--- src/pkg/pc_stack_params.svh ---
// offsets, widths, reset values and write masks of the pc, stack and context registers
`ifndef PC_STACK_PARAMS_SVH
`define PC_STACK_PARAMS_SVH
`define PCS_ADDR_W        12
`define PCS_PC_W          15
`define PCS_SP_W          5
`define PCS_DEPTH         16
`define PCS_OFF_STATUS_CC 12'hFE4
`define PCS_OFF_WORK_CC   12'hFE5
`define PCS_OFF_BANK_CC   12'hFE6
`define PCS_OFF_PCUP_CC   12'hFE7
`define PCS_OFF_P0L_CC    12'hFE8
`define PCS_OFF_P0H_CC    12'hFE9
`define PCS_OFF_P1L_CC    12'hFEA
`define PCS_OFF_P1H_CC    12'hFEB
`define PCS_OFF_SP        12'hFED
`define PCS_OFF_TOS_LOW   12'hFEE
`define PCS_OFF_TOS_HIGH  12'hFEF
`define PCS_OFF_PC_LOW    12'h002
`define PCS_OFF_PC_LATCH  12'h00A
`define PCS_SP_EMPTY      5'h1F
`define PCS_PC_RESET      15'h0000
`define PCS_STATUS_MASK   8'h07
`define PCS_BANK_MASK     8'h1F
`define PCS_HI7_MASK      8'h7F
`define PCS_BYTE_RESET    8'h00
`endif

--- src/pkg/pc_stack_pkg.sv ---
// types of the pc, stack and context register bank
package pc_stack_pkg;
   typedef logic [14:0] pc_type;
   typedef logic [4:0]  sp_type;
   typedef logic [7:0]  byte_type;
   typedef logic [11:0] addr_type;
   typedef enum logic [1:0] {
      CORE_IDLE = 2'b00,
      CORE_PUSH = 2'b01,
      CORE_POP  = 2'b10
   } stack_op_type;
endpackage

--- src/hw/pc_stack_context_regs.sv ---
// program counter, return stack and interrupt context copy registers
// ====================================================================
// Contract
// RQ1: program counter is fifteen bits wide
// RQ2: pc low byte readable and writable
// RQ3: pc upper bits only via high latch
// RQ4: every reset clears the program counter (here only rst_n clears it; porRst_n alone does not)
// RQ5: unimplemented bits read zero, writes ignored
// RQ6: software writes zero to reserved locations
// RQ7: low byte write loads upper bits too
// RQ8: push increments then stores; pop reloads then decrements
// RQ9: pointer 0x1F means empty stack
// RQ10: top of stack pair reaches selected entry
// RQ11: interrupt entry copies context; kept over warm reset
//
// The address-and-strobe port was left to the implementer.
`timescale 1ns/1ps
`include "pc_stack_params.svh"
module pc_stack_context_regs (
   input  wire logic                   clk_sys,
   input  wire logic                   rst_n,
   input  wire logic                   porRst_n,
   input  wire pc_stack_pkg::addr_type regAddr,
   input  wire pc_stack_pkg::byte_type regWdata,
   input  wire logic                   regWrite,
   input  wire logic                   regRead,
   output      pc_stack_pkg::byte_type regRdata,
   input  wire pc_stack_pkg::stack_op_type stackOp,
   input  wire pc_stack_pkg::pc_type   pcTarget,
   input  wire logic                   pcLoad,
   input  wire logic                   pcStep,
   input  wire logic                   intEntry,
   input  wire pc_stack_pkg::byte_type ctxStatus,
   input  wire pc_stack_pkg::byte_type ctxWork,
   input  wire pc_stack_pkg::byte_type ctxBank,
   input  wire pc_stack_pkg::byte_type ctxP0Low,
   input  wire pc_stack_pkg::byte_type ctxP0High,
   input  wire pc_stack_pkg::byte_type ctxP1Low,
   input  wire pc_stack_pkg::byte_type ctxP1High,
   output      pc_stack_pkg::pc_type   pcValue,
   output      pc_stack_pkg::sp_type   spValue
);
   import pc_stack_pkg::*;

   // ==================================================================
   // state
   pc_type   pc;
   sp_type   sp;
   byte_type pcLatch;
   byte_type ctx [0:7];
   pc_type   stack [0:`PCS_DEPTH-1];
   byte_type rdata;

   // ==================================================================
   // decode
   function automatic logic hit(input addr_type a, input addr_type off);
      hit = (a == off);
   endfunction

   wire logic wrPcLow  = regWrite && hit(regAddr, `PCS_OFF_PC_LOW);
   wire logic wrLatch  = regWrite && hit(regAddr, `PCS_OFF_PC_LATCH);
   wire logic wrSp     = regWrite && hit(regAddr, `PCS_OFF_SP);
   wire logic wrTosLow = regWrite && hit(regAddr, `PCS_OFF_TOS_LOW);
   wire logic wrTosHi  = regWrite && hit(regAddr, `PCS_OFF_TOS_HIGH);
   // sixteen entries: the index wraps, overflow handling lives outside this bank
   wire logic [3:0] spIdx = sp[3:0];
   wire pc_type tos    = stack[spIdx];
   wire sp_type spInc  = sp + 5'h01;
   wire logic [3:0] pushIdx = spInc[3:0];
   wire logic doPush   = (stackOp == CORE_PUSH) || intEntry;
   // an interrupt entry pushes even while the core asks for a pop
   wire logic doPop    = (stackOp == CORE_POP) && !intEntry;

   // per-register write masks drop unimplemented bits
   function automatic byte_type ctxMask(input int i);
      case (i)
         0:       ctxMask = `PCS_STATUS_MASK;
         2:       ctxMask = `PCS_BANK_MASK;
         3:       ctxMask = `PCS_HI7_MASK;
         default: ctxMask = 8'hFF;
      endcase
   endfunction

   wire byte_type ctxSrc [0:7];
   assign ctxSrc[0] = ctxStatus;
   assign ctxSrc[1] = ctxWork;
   assign ctxSrc[2] = ctxBank;
   assign ctxSrc[3] = pcLatch;
   assign ctxSrc[4] = ctxP0Low;
   assign ctxSrc[5] = ctxP0High;
   assign ctxSrc[6] = ctxP1Low;
   assign ctxSrc[7] = ctxP1High;

   // ==================================================================
   // program counter and latch
   wire pc_type next_pc =
      wrPcLow ? {pcLatch[6:0], regWdata} :                   // RQ7 RQ3 RQ2
      doPop   ? tos :                                        // RQ8
      pcLoad  ? pcTarget :
      pcStep  ? pc + 15'h0001 : pc;                          // RQ1

   always_ff @(posedge clk_sys or negedge rst_n) begin
      if (!rst_n) begin
         pc      <= `PCS_PC_RESET;                           // RQ4
         pcLatch <= `PCS_BYTE_RESET;
      end else begin
         pc <= next_pc;
         if (wrLatch) begin
            pcLatch <= regWdata & `PCS_HI7_MASK;             // RQ5
         end
      end
   end

   // ==================================================================
   // stack pointer and entries
   wire sp_type next_sp =
      doPush ? spInc :                                       // RQ8
      doPop  ? sp - 5'h01 :                                  // RQ9
      wrSp   ? regWdata[4:0] : sp;

   always_ff @(posedge clk_sys or negedge rst_n) begin
      if (!rst_n) begin
         sp <= `PCS_SP_EMPTY;                                // RQ9
      end else begin
         sp <= next_sp;
      end
   end

   // entries are plain storage with no reset, like the rest of the stack ram
   always_ff @(posedge clk_sys) begin
      if (doPush) begin
         stack[pushIdx] <= pc;                               // RQ8
      end else if (wrTosLow) begin
         stack[spIdx][7:0] <= regWdata;                      // RQ10
      end else if (wrTosHi) begin
         stack[spIdx][14:8] <= regWdata[6:0];                // RQ10
      end
   end

   // ==================================================================
   // context copies: of the two resets only the power-on reset touches them
   genvar g;
   generate
      for (g = 0; g < 8; g++) begin : gCtx
         wire logic wrCtx = regWrite && hit(regAddr, `PCS_OFF_STATUS_CC + 12'(g));
         always_ff @(posedge clk_sys or negedge porRst_n) begin
            if (!porRst_n) begin
               ctx[g] <= `PCS_BYTE_RESET;
            end else if (intEntry) begin
               ctx[g] <= ctxSrc[g] & ctxMask(g);             // RQ11
            end else if (wrCtx) begin
               ctx[g] <= regWdata & ctxMask(g);              // RQ5
            end
         end
      end
   endgenerate

   // ==================================================================
   // read path
   wire logic inCtx = regAddr >= `PCS_OFF_STATUS_CC && regAddr <= `PCS_OFF_P1H_CC;
   wire logic [2:0] ctxIdx = 3'(regAddr - `PCS_OFF_STATUS_CC);
   wire byte_type rdMux =
      inCtx                              ? ctx[ctxIdx] :
      hit(regAddr, `PCS_OFF_PC_LOW)      ? pc[7:0] :         // RQ2
      hit(regAddr, `PCS_OFF_PC_LATCH)    ? pcLatch :
      hit(regAddr, `PCS_OFF_SP)          ? {3'h0, sp} :      // RQ5
      hit(regAddr, `PCS_OFF_TOS_LOW)     ? tos[7:0] :        // RQ10
      hit(regAddr, `PCS_OFF_TOS_HIGH)    ? {1'b0, tos[14:8]} :
      8'h00;                                                 // RQ5

   always_ff @(posedge clk_sys or negedge rst_n) begin
      if (!rst_n) begin
         rdata <= `PCS_BYTE_RESET;
      end else begin
         rdata <= regRead ? rdMux : `PCS_BYTE_RESET;
      end
   end

   assign regRdata = rdata;
   assign pcValue  = pc;
   assign spValue  = sp;

   // ==================================================================
   // checks: program counter
   chk_pc_low_write: assert property (@(posedge clk_sys) disable iff (!rst_n) // RQ7
      wrPcLow |=> pc == {$past(pcLatch[6:0]), $past(regWdata)})
      else $error("pc low write did not load full pc");
   chk_pc_reset: assert property (@(posedge clk_sys) // RQ4
      !rst_n |=> pc == `PCS_PC_RESET)
      else $error("pc not cleared in reset");
   chk_pc_upper: assert property (@(posedge clk_sys) disable iff (!rst_n) // RQ3
      !wrPcLow && !doPop && !pcLoad && !pcStep |=> pc == $past(pc))
      else $error("pc changed without cause");
   chk_pc_step: assert property (@(posedge clk_sys) disable iff (!rst_n) // RQ1
      pcStep && !wrPcLow && !doPop && !pcLoad |=> pc == $past(pc) + 15'h0001)
      else $error("pc step did not wrap in fifteen bits");
   chk_pc_load: assert property (@(posedge clk_sys) disable iff (!rst_n) // RQ1
      pcLoad && !wrPcLow && !doPop |=> pc == $past(pcTarget))
      else $error("pc jump load lost");
   chk_latch_write: assert property (@(posedge clk_sys) disable iff (!rst_n) // RQ5
      wrLatch |=> pcLatch == ($past(regWdata) & `PCS_HI7_MASK))
      else $error("pc high latch write not masked");
   chk_latch_hold: assert property (@(posedge clk_sys) disable iff (!rst_n) // RQ3
      !wrLatch |=> pcLatch == $past(pcLatch))
      else $error("pc high latch changed without a write");

   // ==================================================================
   // checks: stack pointer and entries
   chk_push_order: assert property (@(posedge clk_sys) disable iff (!rst_n) // RQ8
      doPush |=> sp == $past(sp) + 5'h01 && stack[sp[3:0]] == $past(pc))
      else $error("push did not increment then store");
   // a low byte write outranks a pop for the pc, so that case is left out here
   chk_pop_order: assert property (@(posedge clk_sys) disable iff (!rst_n) // RQ8
      doPop && !wrPcLow |=> pc == $past(tos) && sp == $past(sp) - 5'h01)
      else $error("pop did not reload then decrement");
   chk_int_over_pop: assert property (@(posedge clk_sys) disable iff (!rst_n) // RQ8
      intEntry && stackOp == CORE_POP && !wrPcLow && !pcLoad && !pcStep
      |=> sp == $past(sp) + 5'h01 && pc == $past(pc))
      else $error("interrupt entry did not override a pop");
   chk_sp_hold: assert property (@(posedge clk_sys) disable iff (!rst_n) // RQ8
      !doPush && !doPop && !wrSp |=> sp == $past(sp))
      else $error("pointer changed without cause");
   chk_pop_empty: assert property (@(posedge clk_sys) disable iff (!rst_n) // RQ9
      doPop && sp == 5'h00 |=> sp == `PCS_SP_EMPTY)
      else $error("last pop did not give empty pointer");
   chk_sp_push_wrap: assert property (@(posedge clk_sys) disable iff (!rst_n) // RQ9
      doPush && sp == `PCS_SP_EMPTY |=> sp == 5'h00)
      else $error("first push did not reach entry zero");
   chk_sp_reset: assert property (@(posedge clk_sys) // RQ9
      !rst_n |=> sp == `PCS_SP_EMPTY)
      else $error("pointer not empty after reset");
   chk_sp_write: assert property (@(posedge clk_sys) disable iff (!rst_n) // RQ10
      wrSp && !doPush && !doPop |=> sp == $past(regWdata[4:0]))
      else $error("pointer write lost");
   chk_tos_low_write: assert property (@(posedge clk_sys) disable iff (!rst_n) // RQ10
      wrTosLow && !doPush && !doPop |=> tos[7:0] == $past(regWdata))
      else $error("top of stack low write lost");
   chk_tos_high_write: assert property (@(posedge clk_sys) disable iff (!rst_n) // RQ10
      wrTosHi && !doPush && !doPop |=> tos[14:8] == $past(regWdata[6:0]))
      else $error("top of stack high write lost");

   // ==================================================================
   // checks: read path
   chk_read_data: assert property (@(posedge clk_sys) disable iff (!rst_n) // RQ5
      regRead && hit(regAddr, `PCS_OFF_SP) |=> regRdata == {3'h0, $past(sp)})
      else $error("pointer read wrong");
   chk_unmapped_zero: assert property (@(posedge clk_sys) disable iff (!rst_n) // RQ5
      regRead && hit(regAddr, 12'hFEC) |=> regRdata == 8'h00)
      else $error("unmapped read not zero");
   chk_tos_read: assert property (@(posedge clk_sys) disable iff (!rst_n) // RQ10
      regRead && hit(regAddr, `PCS_OFF_TOS_HIGH) && !doPush && !wrTosHi
      |=> regRdata == {1'b0, $past(tos[14:8])})
      else $error("top of stack high read wrong");
   chk_tos_low_read: assert property (@(posedge clk_sys) disable iff (!rst_n) // RQ10
      regRead && hit(regAddr, `PCS_OFF_TOS_LOW) |=> regRdata == $past(tos[7:0]))
      else $error("top of stack low read wrong");
   chk_pc_low_read: assert property (@(posedge clk_sys) disable iff (!rst_n) // RQ2
      regRead && hit(regAddr, `PCS_OFF_PC_LOW) |=> regRdata == $past(pc[7:0]))
      else $error("pc low byte read wrong");
   chk_latch_read: assert property (@(posedge clk_sys) disable iff (!rst_n) // RQ3
      regRead && hit(regAddr, `PCS_OFF_PC_LATCH) |=> regRdata == $past(pcLatch))
      else $error("pc high latch read wrong");
   chk_status_read: assert property (@(posedge clk_sys) disable iff (!rst_n) // RQ5
      regRead && hit(regAddr, `PCS_OFF_STATUS_CC) |=> regRdata[7:3] == 5'h00)
      else $error("unimplemented status copy bits not zero");
   chk_ctx_read: assert property (@(posedge clk_sys) disable iff (!rst_n) // RQ11
      regRead && inCtx |=> regRdata == $past(ctx[ctxIdx]))
      else $error("context copy read wrong");
   // zero outside the answer cycle keeps a shared read bus clean
   chk_rdata_idle: assert property (@(posedge clk_sys) disable iff (!rst_n) // RQ5
      !regRead |=> regRdata == 8'h00)
      else $error("read data not zero outside answer cycle");

   // ==================================================================
   // checks: context copies, which only the power-on reset clears
   chk_ctx_capture: assert property (@(posedge clk_sys) disable iff (!porRst_n) // RQ11
      intEntry |=> ctx[1] == $past(ctxWork) && ctx[3] == $past(pcLatch))
      else $error("context not captured");
   chk_status_copy_write: assert property (@(posedge clk_sys) disable iff (!porRst_n) // RQ5
      regWrite && hit(regAddr, `PCS_OFF_STATUS_CC) && !intEntry
      |=> ctx[0] == ($past(regWdata) & `PCS_STATUS_MASK))
      else $error("status copy write not masked");
   chk_bank_copy_write: assert property (@(posedge clk_sys) disable iff (!porRst_n) // RQ5
      regWrite && hit(regAddr, `PCS_OFF_BANK_CC) && !intEntry
      |=> ctx[2] == ($past(regWdata) & `PCS_BANK_MASK))
      else $error("bank copy write not masked");
   chk_pcup_copy_write: assert property (@(posedge clk_sys) disable iff (!porRst_n) // RQ5
      regWrite && hit(regAddr, `PCS_OFF_PCUP_CC) && !intEntry
      |=> ctx[3] == ($past(regWdata) & `PCS_HI7_MASK))
      else $error("pc upper copy write not masked");
   // disabled only by the power-on reset, so a warm reset must leave every copy alone
   generate
      for (g = 0; g < 8; g++) begin : gCtxChk
         chk_ctx_hold: assert property (@(posedge clk_sys) disable iff (!porRst_n) // RQ11
            !intEntry && !regWrite |=> ctx[g] == $past(ctx[g]))
            else $error("context copy changed without cause");
         chk_ctx_take: assert property (@(posedge clk_sys) disable iff (!porRst_n) // RQ11
            intEntry |=> ctx[g] == ($past(ctxSrc[g]) & ctxMask(g)))
            else $error("context copy did not capture core value");
      end
   endgenerate

   // ==================================================================
   // main scenarios
   cov_push_pop:   cover property (@(posedge clk_sys) disable iff (!rst_n) doPush ##[1:16] doPop);
   cov_pc_write:   cover property (@(posedge clk_sys) disable iff (!rst_n) wrLatch ##[1:8] wrPcLow);
   cov_int_ctx:    cover property (@(posedge clk_sys) disable iff (!rst_n) intEntry);
   cov_tos_rw:     cover property (@(posedge clk_sys) disable iff (!rst_n) wrTosLow ##2 regRead);
   cov_warm_reset: cover property (@(posedge clk_sys) disable iff (!porRst_n) !rst_n ##1 rst_n);
endmodule

--- config.mk ---
export PLATFORM = sky130hd
export DESIGN_NAME = pc_stack_context_regs
export DESIGN_NICKNAME = d
export VERILOG_FILES = /design/src/pkg/pc_stack_pkg.sv /design/src/hw/pc_stack_context_regs.sv
export VERILOG_INCLUDE_DIRS = /design/src /design/src/pkg
export SDC_FILE = /design/constraint.sdc
export NUM_CORES = 1
export LEC_CHECK = 0
export ABC_AREA = 1
export BUFFER_PORTS_ARGS = -buffer_cell sky130_fd_sc_hd__buf_2
export CORE_MARGIN = 1.5
export CORE_UTILIZATION = 60
export CTS_CLUSTER_DIAMETER = 80
export DETAILED_ROUTE_END_ITERATION = 10
export PLACE_DENSITY = 0.9
export SYNTH_ARGS = -nofsm -noshare
export SYNTH_HDL_FRONTEND = slang
export SYNTH_SLANG_ARGS = --single-unit
--- constraint.sdc ---
create_clock -name clk_sys -period 3.1 [get_ports clk_sys]
set_clock_uncertainty 0.2 [all_clocks]
set_input_delay 0.31 -clock clk_sys [delete_from_list [all_inputs] [get_ports clk_sys]]
set_output_delay 0.31 -clock clk_sys [all_outputs]
set_load 0.05 [all_outputs]
After elaboration in Yosys (flattened, before gate mapping)
Memory sizes are Yosys's and may differ from the RTL's. Cells that the tools add are included.

Add/subtract/negate cells: 4. Order comparisons: 3. Reductions and logical operators: 28. Bitwise operators: 1. Equality and inequality tests: 15. Muxes and demuxes: 45.

Operator list (number): 2-to-1 mux 8 bit (24); == test 12 bit (second input constant) (11); 2-to-1 mux 15 bit (5); binary-select mux 8 bit (select 3 bit) (1); nonzero test 2 bit (8); adder 15 x 1 -> 15 bit (second input constant) (1); logical AND 1 bit (15); 2-to-1 mux 5 bit (3); OR reduction 15 bit (1); == test 12 x 2 -> 1 bit (second input constant) (1); == test 12 x 4 -> 1 bit (second input constant) (1); >= comparator 12 bit (second input constant) (1); less-or-equal comparator 12 bit (second input constant) (1); 2-to-1 mux 1 bit (9); 2-to-1 mux 7 bit (1); adder 5 x 1 -> 5 bit (second input constant) (1); subtractor 5 x 1 -> 5 bit (second input constant) (1); >= comparator 4 bit (second input constant) (1); 2-to-1 mux 4 bit (1); inverter 3 -> 4 bit (1); nonzero test 4 bit (1); nonzero test 3 bit (1); subtractor 3 bit (second input constant) (1); == test 2 x 1 -> 1 bit (second input constant) (1); 4 further kinds (4).

Logic and storage cells: 109. Memories kept: 1. Bits in writable memories: 240. Input port bits: 101. Output and inout bits: 28. Flip-flop bits (word level): 99.

Memories: stack (depth 16, width 15, rd ports 1, clocked after memory_dff 0, write ports 1, RTL line pc_stack_context_regs.sv:51) `` pc_type stack [0:`PCS_DEPTH-1]; ``.

Logic depth before layout (Yosys ltp)
Word-level depth: 8. Mapped depth: 13.

Least setup slack after synthesis
Ideal clock, no wire load.

Kind: flip-flop to flip-flop. From: register sp[0] (netlist: spValue[0]). To: memory stack[2][0] (netlist bit), enable pin. Library setup time: 0.370 ns. Slack: 0.131 ns. Data arrival time: 2.399 ns. Cell stages (with the launch flop): 12. Period minus slack after synthesis: 2.969 ns. Cells stage by stage: dfstp_2 -> buf_2 -> inv_2 -> buf_2 -> buf_2 -> ha_1 -> inv_1 -> nand2_1 -> o21ai_1 -> nor2_1 -> nand2_1 -> nor2_1.

Word-level cells in the longest chain between the ends: 2.

Ends and longest elaborated chain: from (decl) (RTL line pc_stack_context_regs.sv:48) `sp_type sp;`; from (signal assigned) (RTL line pc_stack_context_regs.sv:123) `` sp <= `PCS_SP_EMPTY; ``; from (signal assigned) (RTL line pc_stack_context_regs.sv:125) `sp <= next_sp;`; adder 5 x 1 -> 5 bit (RTL line pc_stack_context_regs.sv:68) `wire sp_type spInc = sp + 5'h01;`; 2-to-1 mux 4 bit (no source line) (*); to (decl) (RTL line pc_stack_context_regs.sv:51).

Every way passes the cells marked *; elsewhere a longest branch is shown, timed or not.

Worst setup path in the final report
From: register sp[0] (netlist: spValue[0]). To: register pc[7] (netlist: pcValue[7]).

Word-level cells in the longest chain between the ends: 3.

Ends and longest elaborated chain: memory read (16 x 15 bit); 2-to-1 mux 15 bit (RTL line pc_stack_context_regs.sv:98) `doPop ? tos :`; 2-to-1 mux 15 bit (RTL line pc_stack_context_regs.sv:97) `wrPcLow ? {pcLatch[6:0], regWdata} :`; to (signal assigned) (RTL line pc_stack_context_regs.sv:104) `` pc <= `PCS_PC_RESET; ``; to (signal assigned) (RTL line pc_stack_context_regs.sv:107) `pc <= next_pc;`; to (decl) (RTL line pc_stack_context_regs.sv:47) `pc_type pc;`.

No other way between the ends. A chain may end at the register's enable or synchronous reset.

==> run summary <==
- **outcome** complete, no violations
- **top post-synthesis cells by area** sky130_fd_sc_hd__edfxtp_1 (46%), sky130_fd_sc_hd__dfrtp_1 (13%), sky130_fd_sc_hd__nand2_1 (12%), sky130_fd_sc_hd__nand3_1 (5.5%), sky130_fd_sc_hd__inv_1 (4.5%)
- **via count of the routed design** 14.5k
- **critical-path cell with the highest stage delay** sky130_fd_sc_hd__dlygate4sd3_1
- **Critical Path Sink Type** register
- **delay of the slowest cell on the worst path** 550 ps
- **number of ports placed on the die boundary** 129
- **post-detailed-placement cell area** 17000 sq um
- **Avg Inst Size Synth** 9.00 sq um
- **Startpoint Class** register
- **die boundary height** 165 um
- **top-area cell type share of the netlist area** 45.6%
- **Clock Path Buffers** 3
- **first-pass iteration count of the detailed router** 7
- **Overall Global Routing Usage** 37.2%
- **pin count of the biggest net entering global routing** 81
- **via count of the first global-routing pass** 14.1k
- **Max-slew headroom** 19.4%
- **dominant synthesized flop cell** sky130_fd_sc_hd__edfxtp_1
- **post-DR wirelength/cell** 21.5 um
- **clock period minus final worst setup slack** 2860 ps
- **quantity of gates resized following cts** 0
- **I/O Buffers** 120
- **post-synthesis sequential area ratio** 59.9%
- **die outline area** 27300 sq um
- **power consumption** 0.0134 W
- **crit-path most repeated cell** sky130_fd_sc_hd__nand3_1
- **number of nets still failing antenna checks after routing** 0
- **core area** 26000 sq um
- **number of flops mapped to enable cells by yosys** 240
- **Critical Path AT** 3130 ps
- **top library cells by usage in the layout, fill and taps aside** sky130_fd_sc_hd__nand2_1 (487), sky130_fd_sc_hd__edfxtp_1 (240), sky130_fd_sc_hd__inv_1 (188)
- **synthesized instance count** 1755
- **most common cell after layout, fill and taps aside** sky130_fd_sc_hd__nand2_1
- **PwrDens** 713 nW/um^2
- **area growth from synthesis to final layout** 18.9%
- **final worst path period share** 92.1%
- **RSZ-0062 raised after global routing** false
- **max-capacitance violation count** 0
- **Sink Count** 330
- **clock transition at the registers of the reported paths** 70 ps
- **global-route wire length before repair** 75900 um
- **number of nets in the final layout** 2073
- **Distinct cells, synth** 41
- **final instance area** 18800 sq um
- **net count of the mapped netlist** 1859
- **clock network latency to the later pin of the worst-skew pair** 540 ps
- **number of warnings printed during yosys synthesis** 0
- **chip width** 165 um
- **std cell rows** 59
- **final core utilization** 72.3%
- **Final TNS setup** 0 ps
- **critical path, cell by cell** inv_2, buf_4, nand2_1, nand3_1, nand2_1, nor2_1, nand3_1, nand3_1, nand3_1, nand3_1, dlygate4sd3_1
- **number of endpoints failing setup at the final stage** 0
- **Hold Vio Cnt, Final** 0
- **DRC violation count after routing** 0
- **share of post-route cells with drive strength above 1** 14.1%
- **critical path peak fanout** 49
- **WL final** 50000 um
- **max-slew violations** 0
- **Worst Max-Slew Pin Slew** 1210 ps
- **highest attainable clock frequency** 0.350 GHz
- **Worst Setup Path Type** register to register
- **Hold/Removal Path Class** primary input to register
- **Initial Util** 60.8%
- **largest vdd supply drop** 0.720 mV
- **post-synthesis async set-or-reset flop share** 27.3%
- **leakage power** 8.17 nW
- **hpwl dp** 30400 um
- **placer congestion estimate** 0.976
- **required time of the worst setup path** 3370 ps
- **worst reg-to-reg setup slack** 240 ps
- **Inserted Clock Buffers** 34
- **clock tree from TritonCTS** yes
- **vias per cell** 6.24
- **cell type with the largest total area after synthesis** sky130_fd_sc_hd__edfxtp_1
- **cell at the root of the clock tree** sky130_fd_sc_hd__clkbuf_16
- **mapped cell area** 15800 sq um
- **Antenna diodes** 0
- **number of antenna violations at the first check in global routing** 4
- **Clock H-tree levels** 2
- **Congestion Overflow GR** 0
- **number of synthesized register bits** 330
- **starting DRC count in detailed routing** 2442
-- path summary, 6_finish.rpt --
| path | startpoint | to | cells after the start |
|---|---|---|---|
| hold reg to reg | pcLatch[0] | pcLatch[0] | 2 |
| hold / removal | regWdata[6] | pcValue[6] | 3 |
| setup reg to reg | spValue[0] | pcValue[7] | 11 |
| setup / recovery | spValue[0] | pcValue[7] | 11 |
| max in group asynchronous | porRst_n | ctx[53] | 3 |
| min in group asynchronous | porRst_n | ctx[7] | 2 |
-- per-layer routing --
layer / global-route usage, % / share of wire [%] / vias up
met5: 0 / 0.050 / -
met3: 10.9 / 13 / 316
met2: 60.4 / 47 / 1208
met4: 20.5 / 6.4 / 4
li1: - / - / 6284
met1: 44.7 / 34 / 6713
-- cell type report --
class                   count  area (sq um)
flip-flops and latches    330          9470
fillers                  1682          7200
multi-input cells        1147          5250
repair buffers            255          1790
clock buffers              42           891
inverters                 201           754
well taps                 335           419
clock inverters            19           211
-- sequential cells by signal (all words and copies together) (netlist names) --
register / count
pcValue: 15
spValue: 5
pcLatch: 7
ctx: 55
regRdata: 8
stack: 240
-- logic make-up (layout without fill, tap and decap cells) --
logic type,after synthesis,count (layout),synth area share (%)
compound gates,282,282,10.3
xor+xnor,7,7,0.388
fa+ha+maj,3,3,0.238
buf+inv,278,517,6.87
flops,330,330,59.9
simple gates,855,855,22.3
-- per-stage QoR --
step	hold slack, ps	std cells	setup WS [ps]
after global routing	34.9	2329	140
final	7.44	2329	244
after CTS	3.98	2328	99.6
after floorplan	-186	1755	131
after global placement	189	2202	299
after detailed placement	197	2202	175
-- what timing repair did --
action / CTS / global route
buffers inserted: 0 / 1
endpoints found under the setup margin: 0 / 1
endpoints found under the hold margin: 128 / 0
hold buffers: 65 / 0
-- power breakdown --
part | total, W | leakage (nW) | internal [W] | switching, W
Sequential | 0.00567 | 3.28 | 0.00541 | 0.000259
Combinational | 0.00360 | 4.35 | 0.000980 | 0.00262
Clock | 0.00413 | 0.538 | 0.00233 | 0.00180
Total | 0.0134 | 8.17 | 0.00872 | 0.00467
-- cell usage after synthesis, types with 2 or more instances --
cell                        count
sky130_fd_sc_hd__xor2_1         7
sky130_fd_sc_hd__buf_2         27
sky130_fd_sc_hd__o2111ai_1      4
sky130_fd_sc_hd__dfstp_2        5
sky130_fd_sc_hd__a21oi_1       89
sky130_fd_sc_hd__buf_1          7
sky130_fd_sc_hd__dfrtp_1       85
sky130_fd_sc_hd__inv_2         12
sky130_fd_sc_hd__nand3_1      175
sky130_fd_sc_hd__o221ai_1       8
sky130_fd_sc_hd__or2_2          5
sky130_fd_sc_hd__nand2_2        3
sky130_fd_sc_hd__o21ai_1       12
sky130_fd_sc_hd__nor3_1         8
sky130_fd_sc_hd__nor2_1       158
sky130_fd_sc_hd__a22oi_1       12
sky130_fd_sc_hd__nor2_4         2
sky130_fd_sc_hd__o21bai_1       3
sky130_fd_sc_hd__o211ai_1      25
sky130_fd_sc_hd__edfxtp_1     240
sky130_fd_sc_hd__clkbuf_1      42
sky130_fd_sc_hd__inv_1        188
sky130_fd_sc_hd__ha_1           3
sky130_fd_sc_hd__nand2_1      487
sky130_fd_sc_hd__nor2_2         8
sky130_fd_sc_hd__o21ai_0      107
sky130_fd_sc_hd__o22ai_1       14
sky130_fd_sc_hd__nand4_1        6
-- worst max-delay path, delay by kind of cell (launching register included) --
family / cells / cell delay [ps]
buf+inv: 3 / 1170
simple gates: 8 / 910
flops: 1 / 500
Note: power is estimated with default switching activity, not from simulation.
